===== src/rtl/ansc_params.svh =====
// Behaviour
// - At reset, sample both straps; set negotiation status bit and abilities 8:5.
// - Each strap decodes to low, mid or high from two comparator outputs.
// - Upper low, lower mid: force 10 half; status 0,1,0; advertise 021h.
// - Upper high, lower mid: force 10 full; status 0,1,1; advertise 041h.
// - Upper mid, lower low: force 100 half; status 0,0,0; advertise 081h.
// - Upper mid, lower high: force 100 full; status 0,0,1; advertise 101h.
// - Both mid: negotiate, advertise all four abilities, 1E1h.
// - Both low: negotiate, advertise 10 half and full, 061h.
// - Upper low, lower high: negotiate, advertise 100 half and full, 181h.
// - Upper high, lower low: negotiate, advertise 10 and 100 half, 0A1h.
// - Both high: negotiate, advertise 10 half only, 021h.
// - While negotiating, send the held advertisement to the partner in bursts.
// - Advertisement accepts any combination of ability bits written by software.
// - Straps never change basic control; software writes change negotiation once straps are captured.
// - Basic control does not show strap mode; read status and advertisement.
// - Resolve highest common ability: 100F, 100H, 10F, 10H.
// - Forced: control bit 13 speed, bit 8 duplex; taken only from the write that clears bit 12.
// - Control bit 9, written with bit 12 set, restarts negotiation; losing link in negotiated mode resumes it.
`ifndef ANSC_PARAMS_SVH
`define ANSC_PARAMS_SVH
`define ANSC_OFS_CTRL     8'h00
`define ANSC_OFS_ADV      8'h04
`define ANSC_OFS_PARTNER  8'h05
`define ANSC_OFS_STATUS   8'h10
`define ANSC_CTRL_RESET   16'h0000
`define ANSC_ADV_10H_FRC  16'h0021
`define ANSC_ADV_10F_FRC  16'h0041
`define ANSC_ADV_100H_FRC 16'h0081
`define ANSC_ADV_100F_FRC 16'h0101
`define ANSC_ADV_ALL      16'h01e1
`define ANSC_ADV_10_BOTH  16'h0061
`define ANSC_ADV_100_BOTH 16'h0181
`define ANSC_ADV_HALF     16'h00a1
`define ANSC_ADV_10H_ONLY 16'h0021
`define ANSC_ADV_WR_MASK  16'h01e0
`define ANSC_SELECTOR     16'h0001
`define ANSC_CB_SPEED     13
`define ANSC_CB_AN_EN     12
`define ANSC_CB_RESTART   9
`define ANSC_CB_DUPLEX    8
`define ANSC_SB_AN_EN     9
`define ANSC_SB_AN_DONE   4
`define ANSC_SB_FULL      2
`define ANSC_SB_SPEED10   1
`define ANSC_SB_LINK      0
`define ANSC_AB_10H       5
`define ANSC_AB_10F       6
`define ANSC_AB_100H      7
`define ANSC_AB_100F      8
`define ANSC_CLK_HZ       20000000
`define ANSC_BURST_US     16000
`define ANSC_BURST_CYC    ((`ANSC_CLK_HZ / 1000000) * `ANSC_BURST_US)
`endif


===== src/rtl/ansc_pkg.sv =====
package ansc_pkg;
  typedef enum logic [1:0] {ANSC_LVL_LOW, ANSC_LVL_MID, ANSC_LVL_HIGH} ansc_level_t;
  typedef enum logic [2:0] {ANSC_RES_NONE, ANSC_RES_10H, ANSC_RES_10F,
                            ANSC_RES_100H, ANSC_RES_100F} ansc_res_t;
endpackage


===== src/rtl/ansc_strap_decode.sv =====
`timescale 1ns/1ns
module ansc_strap_decode (
  input  wire logic               ref_clk,
  input  wire logic               rst_n,
  input  wire logic               cmp_a,
  input  wire logic               cmp_b,
  output ansc_pkg::ansc_level_t   level
);
  logic meta_a_reg, meta_b_reg, sync_a_reg, sync_b_reg;
  always_ff @(posedge ref_clk or negedge rst_n) begin
    if (!rst_n) begin
      meta_a_reg <= 1'b0;
      meta_b_reg <= 1'b0;
      sync_a_reg <= 1'b0;
      sync_b_reg <= 1'b0;
    end else begin
      meta_a_reg <= cmp_a;
      meta_b_reg <= cmp_b;
      sync_a_reg <= meta_a_reg;
      sync_b_reg <= meta_b_reg;
    end
  end
  // Invalid high/low pair treated as mid, the pin's floating default
  always_comb begin
    if (!sync_a_reg && !sync_b_reg)
      level = ansc_pkg::ANSC_LVL_LOW;
    else if (sync_a_reg && sync_b_reg)
      level = ansc_pkg::ANSC_LVL_HIGH;
    else
      level = ansc_pkg::ANSC_LVL_MID;
  end
endmodule


===== src/rtl/ansc_top.sv =====
`timescale 1ns/1ns
`include "ansc_params.svh"
module ansc_top #(
  parameter int BURST_CYC = `ANSC_BURST_CYC
) (
  input  wire logic        ref_clk,
  input  wire logic        rst_n,
  input  wire logic        strap_select_low_a,
  input  wire logic        strap_select_low_b,
  input  wire logic        strap_select_high_a,
  input  wire logic        strap_select_high_b,
  input  wire logic [7:0]  reg_addr,
  input  wire logic [15:0] reg_wdata,
  input  wire logic        reg_wr,
  input  wire logic        reg_rd,
  output logic      [15:0] reg_rdata,
  input  wire logic [15:0] partner_abilities,
  input  wire logic        partner_valid,
  input  wire logic        link_ok,
  output logic             burst_send,
  output logic      [15:0] burst_word,
  output logic             speed_100,
  output logic             full_duplex
);
  ansc_pkg::ansc_level_t lvl_low, lvl_high;

  ansc_strap_decode u_dec_low (
    .ref_clk (ref_clk),
    .rst_n   (rst_n),
    .cmp_a   (strap_select_low_a),
    .cmp_b   (strap_select_low_b),
    .level   (lvl_low)
  );
  ansc_strap_decode u_dec_high (
    .ref_clk (ref_clk),
    .rst_n   (rst_n),
    .cmp_a   (strap_select_high_a),
    .cmp_b   (strap_select_high_b),
    .level   (lvl_high)
  );

  // Straps settle through the two-stage synchronisers before capture
  logic [1:0]  settle_reg, settle_next;
  logic        captured_reg, captured_next;
  logic [15:0] ctrl_reg, ctrl_next;
  logic [15:0] adv_reg, adv_next;
  logic [15:0] partner_reg, partner_next;
  logic        strap_an_reg, strap_an_next;
  logic        strap_s10_reg, strap_s10_next;
  logic        strap_full_reg, strap_full_next;
  logic        an_active_reg, an_active_next;
  logic        an_done_reg, an_done_next;
  logic        an_en_prev_reg, an_en_prev_next;
  logic        speed_100_reg, speed_100_next;
  logic        full_reg, full_next;
  logic [31:0] burst_cnt_reg, burst_cnt_next;
  logic        burst_reg, burst_next;
  logic [15:0] burst_word_reg, burst_word_next;
  logic [15:0] rdata_reg, rdata_next;
  logic [15:0] status_val;
  logic [15:0] common;
  ansc_pkg::ansc_res_t res;

  always_comb begin
    common = adv_reg & partner_reg;
    if (common[`ANSC_AB_100F])
      res = ansc_pkg::ANSC_RES_100F;
    else if (common[`ANSC_AB_100H])
      res = ansc_pkg::ANSC_RES_100H;
    else if (common[`ANSC_AB_10F])
      res = ansc_pkg::ANSC_RES_10F;
    else if (common[`ANSC_AB_10H])
      res = ansc_pkg::ANSC_RES_10H;
    else
      res = ansc_pkg::ANSC_RES_NONE;
  end

  // Status bits 9, 4, 2, 1, 0; speed/duplex only trusted when forced or done
  always_comb begin
    status_val                   = 16'h0000;
    status_val[`ANSC_SB_AN_EN]   = strap_an_reg;
    status_val[`ANSC_SB_AN_DONE] = an_done_reg;
    status_val[`ANSC_SB_FULL]    = full_reg;
    status_val[`ANSC_SB_SPEED10] = ~speed_100_reg;
    status_val[`ANSC_SB_LINK]    = link_ok;
  end

  always_comb begin
    settle_next     = settle_reg;
    captured_next   = captured_reg;
    ctrl_next       = ctrl_reg;
    adv_next        = adv_reg;
    partner_next    = partner_reg;
    strap_an_next   = strap_an_reg;
    strap_s10_next  = strap_s10_reg;
    strap_full_next = strap_full_reg;
    an_active_next  = an_active_reg;
    an_done_next    = an_done_reg;
    an_en_prev_next = ctrl_reg[`ANSC_CB_AN_EN];
    speed_100_next  = speed_100_reg;
    full_next       = full_reg;
    burst_cnt_next  = burst_cnt_reg;
    burst_next      = 1'b0;
    burst_word_next = burst_word_reg;
    rdata_next      = rdata_reg;

    if (!captured_reg) begin
      // One-time strap capture after reset release
      if (settle_reg != 2'd3) begin
        settle_next = settle_reg + 2'd1;
      end else begin
        captured_next = 1'b1;
        strap_an_next = 1'b1;
        strap_s10_next = 1'b0;
        strap_full_next = 1'b0;
        case ({lvl_high, lvl_low})
          {ansc_pkg::ANSC_LVL_LOW, ansc_pkg::ANSC_LVL_MID}: begin
            adv_next = `ANSC_ADV_10H_FRC;
            strap_an_next = 1'b0;
            strap_s10_next = 1'b1;
          end
          {ansc_pkg::ANSC_LVL_HIGH, ansc_pkg::ANSC_LVL_MID}: begin
            adv_next = `ANSC_ADV_10F_FRC;
            strap_an_next = 1'b0;
            strap_s10_next = 1'b1;
            strap_full_next = 1'b1;
          end
          {ansc_pkg::ANSC_LVL_MID, ansc_pkg::ANSC_LVL_LOW}: begin
            adv_next = `ANSC_ADV_100H_FRC;
            strap_an_next = 1'b0;
          end
          {ansc_pkg::ANSC_LVL_MID, ansc_pkg::ANSC_LVL_HIGH}: begin
            adv_next = `ANSC_ADV_100F_FRC;
            strap_an_next = 1'b0;
            strap_full_next = 1'b1;
          end
          {ansc_pkg::ANSC_LVL_MID, ansc_pkg::ANSC_LVL_MID}: begin
            adv_next = `ANSC_ADV_ALL;
          end
          {ansc_pkg::ANSC_LVL_LOW, ansc_pkg::ANSC_LVL_LOW}: begin
            adv_next = `ANSC_ADV_10_BOTH;
          end
          {ansc_pkg::ANSC_LVL_LOW, ansc_pkg::ANSC_LVL_HIGH}: begin
            adv_next = `ANSC_ADV_100_BOTH;
          end
          {ansc_pkg::ANSC_LVL_HIGH, ansc_pkg::ANSC_LVL_LOW}: begin
            adv_next = `ANSC_ADV_HALF;
          end
          {ansc_pkg::ANSC_LVL_HIGH, ansc_pkg::ANSC_LVL_HIGH}: begin
            adv_next = `ANSC_ADV_10H_ONLY;
          end
          default: begin
            adv_next = `ANSC_ADV_ALL;
          end
        endcase
        an_active_next = strap_an_next;
        speed_100_next = ~strap_s10_next;
        full_next = strap_full_next;
      end
    end else begin
      // Negotiated or forced mode follows control once software sets it
      if (ctrl_reg[`ANSC_CB_AN_EN] && !an_en_prev_reg) begin
        an_active_next = 1'b1;
        an_done_next = 1'b0;
      end else if (!ctrl_reg[`ANSC_CB_AN_EN] && an_en_prev_reg) begin
        an_active_next = 1'b0;
        an_done_next = 1'b0;
      end
      if (an_active_reg && !an_done_reg) begin
        if (burst_cnt_reg >= BURST_CYC - 1) begin
          burst_cnt_next = 32'd0;
          burst_next = 1'b1;
          burst_word_next = adv_reg;
        end else begin
          burst_cnt_next = burst_cnt_reg + 32'd1;
        end
        if (partner_valid) begin
          partner_next = partner_abilities;
        end
        // Judge the fresh word; partner_reg still holds the previous exchange
        if (partner_valid && link_ok &&
            (adv_reg & partner_abilities & `ANSC_ADV_WR_MASK) != 16'h0000) begin
          an_done_next = 1'b1;
        end
      end
      if (an_done_reg) begin
        speed_100_next = (res == ansc_pkg::ANSC_RES_100F) ||
                         (res == ansc_pkg::ANSC_RES_100H);
        full_next = (res == ansc_pkg::ANSC_RES_100F) ||
                    (res == ansc_pkg::ANSC_RES_10F);
        if (!link_ok) begin
          an_done_next = 1'b0;
          burst_cnt_next = 32'd0;
        end
      end
      // Forced values come last so a resolved mode still held cannot override them
      if (!ctrl_reg[`ANSC_CB_AN_EN] && an_en_prev_reg) begin
        speed_100_next = ctrl_reg[`ANSC_CB_SPEED];
        full_next = ctrl_reg[`ANSC_CB_DUPLEX];
      end
    end

    if (reg_wr && captured_reg) begin
      case (reg_addr)
        `ANSC_OFS_CTRL: begin
          ctrl_next = reg_wdata;
          ctrl_next[`ANSC_CB_RESTART] = 1'b0;
          if (reg_wdata[`ANSC_CB_RESTART] && reg_wdata[`ANSC_CB_AN_EN]) begin
            an_active_next = 1'b1;
            an_done_next = 1'b0;
            burst_cnt_next = 32'd0;
          end
        end
        `ANSC_OFS_ADV: begin
          adv_next = (reg_wdata & `ANSC_ADV_WR_MASK) | `ANSC_SELECTOR;
        end
        default: begin
        end
      endcase
    end

    rdata_next = 16'h0000;
    if (reg_rd) begin
      case (reg_addr)
        `ANSC_OFS_CTRL:    rdata_next = ctrl_reg;
        `ANSC_OFS_ADV:     rdata_next = adv_reg;
        `ANSC_OFS_PARTNER: rdata_next = partner_reg;
        `ANSC_OFS_STATUS:  rdata_next = status_val;
        default:           rdata_next = 16'h0000;
      endcase
    end
  end

  always_ff @(posedge ref_clk or negedge rst_n) begin
    if (!rst_n) begin
      settle_reg     <= 2'd0;
      captured_reg   <= 1'b0;
      ctrl_reg       <= `ANSC_CTRL_RESET;
      adv_reg        <= `ANSC_ADV_ALL;
      partner_reg    <= 16'h0000;
      strap_an_reg   <= 1'b0;
      strap_s10_reg  <= 1'b0;
      strap_full_reg <= 1'b0;
      an_active_reg  <= 1'b0;
      an_done_reg    <= 1'b0;
      an_en_prev_reg <= 1'b0;
      speed_100_reg  <= 1'b0;
      full_reg       <= 1'b0;
      burst_cnt_reg  <= 32'd0;
      burst_reg      <= 1'b0;
      burst_word_reg <= 16'h0000;
      rdata_reg      <= 16'h0000;
    end else begin
      settle_reg     <= settle_next;
      captured_reg   <= captured_next;
      ctrl_reg       <= ctrl_next;
      adv_reg        <= adv_next;
      partner_reg    <= partner_next;
      strap_an_reg   <= strap_an_next;
      strap_s10_reg  <= strap_s10_next;
      strap_full_reg <= strap_full_next;
      an_active_reg  <= an_active_next;
      an_done_reg    <= an_done_next;
      an_en_prev_reg <= an_en_prev_next;
      speed_100_reg  <= speed_100_next;
      full_reg       <= full_next;
      burst_cnt_reg  <= burst_cnt_next;
      burst_reg      <= burst_next;
      burst_word_reg <= burst_word_next;
      rdata_reg      <= rdata_next;
    end
  end

  assign reg_rdata   = rdata_reg;
  assign burst_send  = burst_reg;
  assign burst_word  = burst_word_reg;
  assign speed_100   = speed_100_reg;
  assign full_duplex = full_reg;
endmodule


===== config.mk =====
export PLATFORM = sky130hd
export DESIGN_NAME = ansc_top
export DESIGN_NICKNAME = d
export VERILOG_FILES = /design/src/rtl/ansc_pkg.sv /design/src/rtl/ansc_strap_decode.sv /design/src/rtl/ansc_top.sv
export VERILOG_INCLUDE_DIRS = /design/src /design/src/rtl
export SDC_FILE = /design/constraint.sdc
export NUM_CORES = 1
export LEC_CHECK = 0
export BUFFER_PORTS_ARGS = -buffer_cell sky130_fd_sc_hd__buf_2
export CELL_PAD_IN_SITES_DETAIL_PLACEMENT = 1
export CELL_PAD_IN_SITES_GLOBAL_PLACEMENT = 2
export CORE_AREA = 2 2 143 145
export DETAILED_ROUTE_END_ITERATION = 6
export DIE_AREA = 0 0 145 147
export GPL_ROUTABILITY_DRIVEN = 0
export PLACE_DENSITY = 0.71
export SETUP_SLACK_MARGIN = 0.1
export SKIP_LAST_GASP = 1
export SLEW_MARGIN = 0
export SYNTH_ARGS = -nofsm -noshare
export SYNTH_HDL_FRONTEND = slang
export SYNTH_HIERARCHICAL = 1
export SYNTH_SLANG_ARGS = --single-unit

===== constraint.sdc =====
create_clock -name ref_clk -period 2.3 [get_ports ref_clk]
set_input_delay 0.23 -clock ref_clk [delete_from_list [all_inputs] [get_ports ref_clk]]
set_output_delay 0.23 -clock ref_clk [all_outputs]
set_load 0.01 [all_outputs]

Word-level counts from Yosys, hierarchy flattened:

Index checks and enable logic that the tools add are counted.

* shifts and indexed selects: 0
* add/sub/neg operators: 2
* multiply operators: 0
* reductions and logical operators: 33
* equal/unequal tests: 16
* divide/modulo/power cells: 0
* order comparisons: 1
* bitwise gates (word level): 6
* mux-type cells: 58

Operators by type and width (number)
* $mux W32: 8
* $mux W16: 5
* $pmux W16 S4: 1
* $pmux W9 S7: 1
* $mux W1: 36
* $add A32 B1 Y32 const B: 1
* $ge A32 B19 Y1 const B: 1
* $and A9 B9 Y9: 2
* $eq A8 B3 Y1 const B: 2
* $reduce_bool A16 Y1: 1
* $eq A4 B4 Y1 const B: 3
* $logic_and A1 B1 Y1: 11
* $mux W2: 5
* $eq A4 B3 Y1 const B: 2
* $eq A8 B5 Y1 const B: 1
* $logic_not A8 Y1: 1
* $reduce_and A2 Y1: 4
* $logic_not A1 Y1: 7
* $eq A3 B2 Y1 const B: 2
* $mux W3: 2
* $reduce_and A3 Y1: 2
* $reduce_or A2 Y1: 3
* $eq A4 B1 Y1 const B: 1
* $eq A4 B2 Y1 const B: 1
* other kinds (8): 13

* memories kept: 0
* output and inout port bits: 35
* ROM bits: 0
* bits in latches: 0
* memory bits (writable): 0
* register bits: 129
* word-level logic and storage cells: 139

Depth between registers and ports, before layout:

* depth in word-level cells: 12
* gate-level depth with buffers: 8

Hierarchy:

Netlist, hierarchy kept.

Modules (own cells, without submodules)
* ansc_top: times used 1, cells each 486, seq. area each 3034.2 um2, area an instance 5599.1 um2
* ansc_strap_decode: times used 2, cells each 5, seq. area each 100.1 um2, area an instance 112.6 um2

Worst setup path before layout:

OpenSTA, ideal clock, no wires.

* kind: flip-flop to flip-flop
* from: reg burst_cnt_reg[0]
* to: reg burst_word_reg[10], in the netlist burst_word[10]
* period minus slack after synthesis: 1.933 ns
* stages on the path, launching flop included: 8
* path slack: 0.367 ns
* arrival: 1.809 ns
* path buffers: 1
* path through: dfrtp_1 -> ha_1 -> nand4_1 -> o21ai_0 -> a211oi_2 -> nor2_2 -> buf_4 -> mux2_2

* word-level cells in the longest chain between the ends: 2

RTL lines
* from (decl): line ansc_top.sv:56 `logic [31:0] burst_cnt_reg, burst_cnt_next;`
* from (signal assigned): line ansc_top.sv:267 `burst_cnt_reg <= burst_cnt_next;`
* $ge A32 B19 Y1: line ansc_top.sv:170 `if (burst_cnt_reg >= BURST_CYC - 1) begin`
* $reduce_and A3 Y1 (no line)
* to (signal assigned): line ansc_top.sv:269 `burst_word_reg <= burst_word_next;`
* to (decl): line ansc_top.sv:58 `logic [15:0] burst_word_reg, burst_word_next;`

No other way between the ends.
A chain may end at the register's enable or synchronous reset.

Worst setup path in the final report:

* from: reg burst_cnt_reg[18]
* to: reg burst_word_reg[2], in the netlist burst_word[2]

The elaborated chain is that of the path after synthesis.

==> flow_metrics.env <==
export IMPL_status="complete, no violations"
export IMPL_start_util=0.294
export IMPL_track_usage=0.149
export IMPL_cp_required_ns=2.59
export IMPL_post_cts_resized=0
export IMPL_yosysTopAreaCell="dfrtp_1"
export IMPL_rows=52
export IMPL_grt_overflow_total=0
export IMPL_grt_pass1_wl_um=25100
export IMPL_path_cells="nand3_1 -> nor4_1 -> a211oi_2 -> nor2_2 -> buf_12 -> mux2_2"
export IMPL_ctsHoldBuffers=5
export IMPL_synth_avg_cell_area_um2=11.7
export IMPL_yosysSeqAreaShare=0.555
export IMPL_syn2layout_area_growth_pct=24.7
export IMPL_critical_path_endpoint_type="flip-flop"
export IMPL_synth_nets=550
export IMPL_synthArstFlopShare=1.00
export IMPL_dieArea_um2=21300
export IMPL_fin_setup_tns_ns=0
export IMPL_ys_types=52
export IMPL_worst_slew_pin_slew_ns=0.666
export IMPL_max_stage_delay_ns=0.45
export IMPL_stdcell_count=884
export IMPL_cts_sinks=129
export IMPL_slowest_stage="nor4_1"
export IMPL_route_met2_wl_um=7000
export IMPL_highest_layer="met4"
export IMPL_netlist_area_um2=5820
export IMPL_htreeDepth=4
export IMPL_crit_type="reg2reg"
export IMPL_io_pins=85
export IMPL_period_share=0.891
export IMPL_dp_cells=847
export IMPL_vias_per_cell=4.77
export IMPL_final_area_um2=7270
export IMPL_routed_wl_um=15100
export IMPL_cts_buffer_depth=2
export IMPL_hpwl_um=10800
export IMPL_hold_slack_ns=0.0414
export IMPL_netlist_instances=496
export IMPL_drt_met1_wl_um=7290
export IMPL_setup_viol=0
export IMPL_grt_pass1_vias=4691
export IMPL_cts_clk_slew_worst_paths_ns=0.06
export IMPL_rsz0062_at_grt="false"
export IMPL_ys_ff_latch=129
export IMPL_nFillCells=2226
export IMPL_seqCellArea_um2=3230
export IMPL_drt_iter0_drc=130
export IMPL_yosysWarnings=6
export IMPL_ant_nets=0
export IMPL_root_buffer="clkbuf_16"
export IMPL_dieWidth_um=145
export IMPL_peakVddDrop_mv=0.434
export IMPL_tritoncts="yes"
export IMPL_final_max_slew_viol_count=0
export IMPL_clk_latency_ns=0.42
export IMPL_wl_per_cell_um=17.1
export IMPL_largest_reg_flops=32
export IMPL_fmax_ghz=0.488
export IMPL_slew_headroom=0.555
export IMPL_netlist_area_leader_share=0.533
export IMPL_vias=4216
export IMPL_min_period_ns=2.05
export IMPL_port_buffers=84
export IMPL_power_leakage_nw=3.41
export IMPL_grt_start_max_net_pins=50
export IMPL_synth_edf_count=0
export IMPL_hold_viol_final=0
export IMPL_antenna_cells=0
export IMPL_cts_made_buffers=17
export IMPL_cts_setup_buffers=0
export IMPL_dr_wl_met3_um=545
export IMPL_drive_gt1_frac=0.352
export IMPL_fp_coreArea_um2=19800
export IMPL_cp_max_fo=19
export IMPL_dr_pass1_iters=4
export IMPL_yosysMostFrequentCell="dfrtp_1"
export IMPL_power_density_nw_per_um2=811
export IMPL_dpl_instance_area_um2=6630
export IMPL_antenna_found_initial=0
export IMPL_fin_skew_ns=0.00815
export IMPL_ys_top_cells_by_area="dfrtp_1 53%, mux2_2 13%, xor2_1 3.9%"
export IMPL_fin_nets=655
export IMPL_multi_input_area_um2=2450
export IMPL_cp_arrival_ns=2.34
export IMPL_drc=0
export IMPL_synth_common_cells="124 x dfrtp_1, 65 x mux2_2, 54 x nor2_1"
export IMPL_ys_flop_type="dfrtp_1"
export IMPL_min_path_type="in2reg"
export IMPL_worstSetupStartpointType="flip-flop"
export IMPL_fp_dieH_um=147
export IMPL_maxCapViolCount=0
## per-stage QoR
stage               utilization  power, mW  worst slack, ns
CTS                       0.366       5.98            0.183
floorplan                     -       2.98            0.367
detailed placement        0.334       3.26            0.212
global route              0.366       6.16            0.122
global placement          0.334       3.23            0.276
finish                    0.366       5.89            0.251
## final timing paths
| kind | cells after the start | endpoint | startpoint | slack, ns |
|---|---|---|---|---|
| worst min register to register | 0 | u_dec_low/sync_b_reg | u_dec_low/meta_b_reg | 0.35 |
| worst max-delay path | 6 | burst_word[2] | burst_cnt_reg[18] | 0.25 |
| min in group asynchronous | 2 | u_dec_low/sync_a_reg | rst_n | 0.35 |
| worst max register to register | 6 | burst_word[2] | burst_cnt_reg[18] | 0.25 |
| worst min-delay path | 3 | adv_reg[8] | reg_wdata[8] | 0.04 |
| max in group asynchronous | 3 | adv_reg[0] | rst_n | 1.26 |
## placed cells by master (no fill, tap or decap), types with 3 or more instances in the layout
| cell type | instances |
|---|---|
| o21ai_0 | 13 |
| inv_1 | 5 |
| nor3_1 | 8 |
| dfstp_2 | 5 |
| xor2_1 | 26 |
| a22oi_1 | 17 |
| inv_6 | 6 |
| buf_4 | 15 |
| clkbuf_16 | 17 |
| mux2_2 | 65 |
| and3_1 | 6 |
| ha_1 | 4 |
| dlygate4sd3_1 | 5 |
| nor3b_1 | 3 |
| nor2_1 | 54 |
| nand2_1 | 29 |
| buf_12 | 3 |
| a22o_1 | 5 |
| nand2b_1 | 5 |
| nand4_1 | 14 |
| dfrtp_1 | 124 |
| nand3_1 | 15 |
| or3_1 | 5 |
| clkinv_2 | 3 |
| o211ai_1 | 3 |
| a21oi_1 | 15 |
| and2_1 | 14 |
| nor2b_1 | 5 |
| nor4_1 | 5 |
| buf_2 | 83 |
## area by class of cell
| type | instances | area share |
|---|---|---|
| clock inverters | 14 | 0.0210 |
| well taps | 270 | 0.0465 |
| clock buffers | 18 | 0.0591 |
| flip-flops and latches | 129 | 0.445 |
| inverters | 5 | 0.00258 |
| repair buffers | 106 | 0.0878 |
| multi-input cells | 342 | 0.338 |
## where the power goes
group          internal (mW)  switching (mW)  total (mW)
logic                  0.306           0.316       0.621
registers               2.44           0.152        2.60
clock network           1.61            1.07        2.68
total                   4.36            1.53        5.89
## logic make-up after synthesis
family / Yosys count / synth area share
XOR/XNOR: 27 / 0.0406
AO/OA/AOI/OAI: 67 / 0.0795
multiplexers: 65 / 0.126
adder cells (fa/ha/maj): 4 / 0.00859
flip-flops: 129 / 0.555
buffers and inverters: 25 / 0.0232
AND/OR/NAND/NOR: 179 / 0.167
## critical path: cells and delay by family (launching register included)
family                 cells  cell delay (ns)
flip-flops                 1             0.44
buffers and inverters      1             0.20
AND/OR/NAND/NOR            3             0.76
AO/OA/AOI/OAI              1             0.18
multiplexers               1             0.36
## metal layers
metal,GRT usage,vias to the layer above
met5,0,-
met4,0.0500,0
met3,0.0391,20
met2,0.230,82
met1,0.205,2131
li1,-,1983
Power figures use the tool's default switching activity.
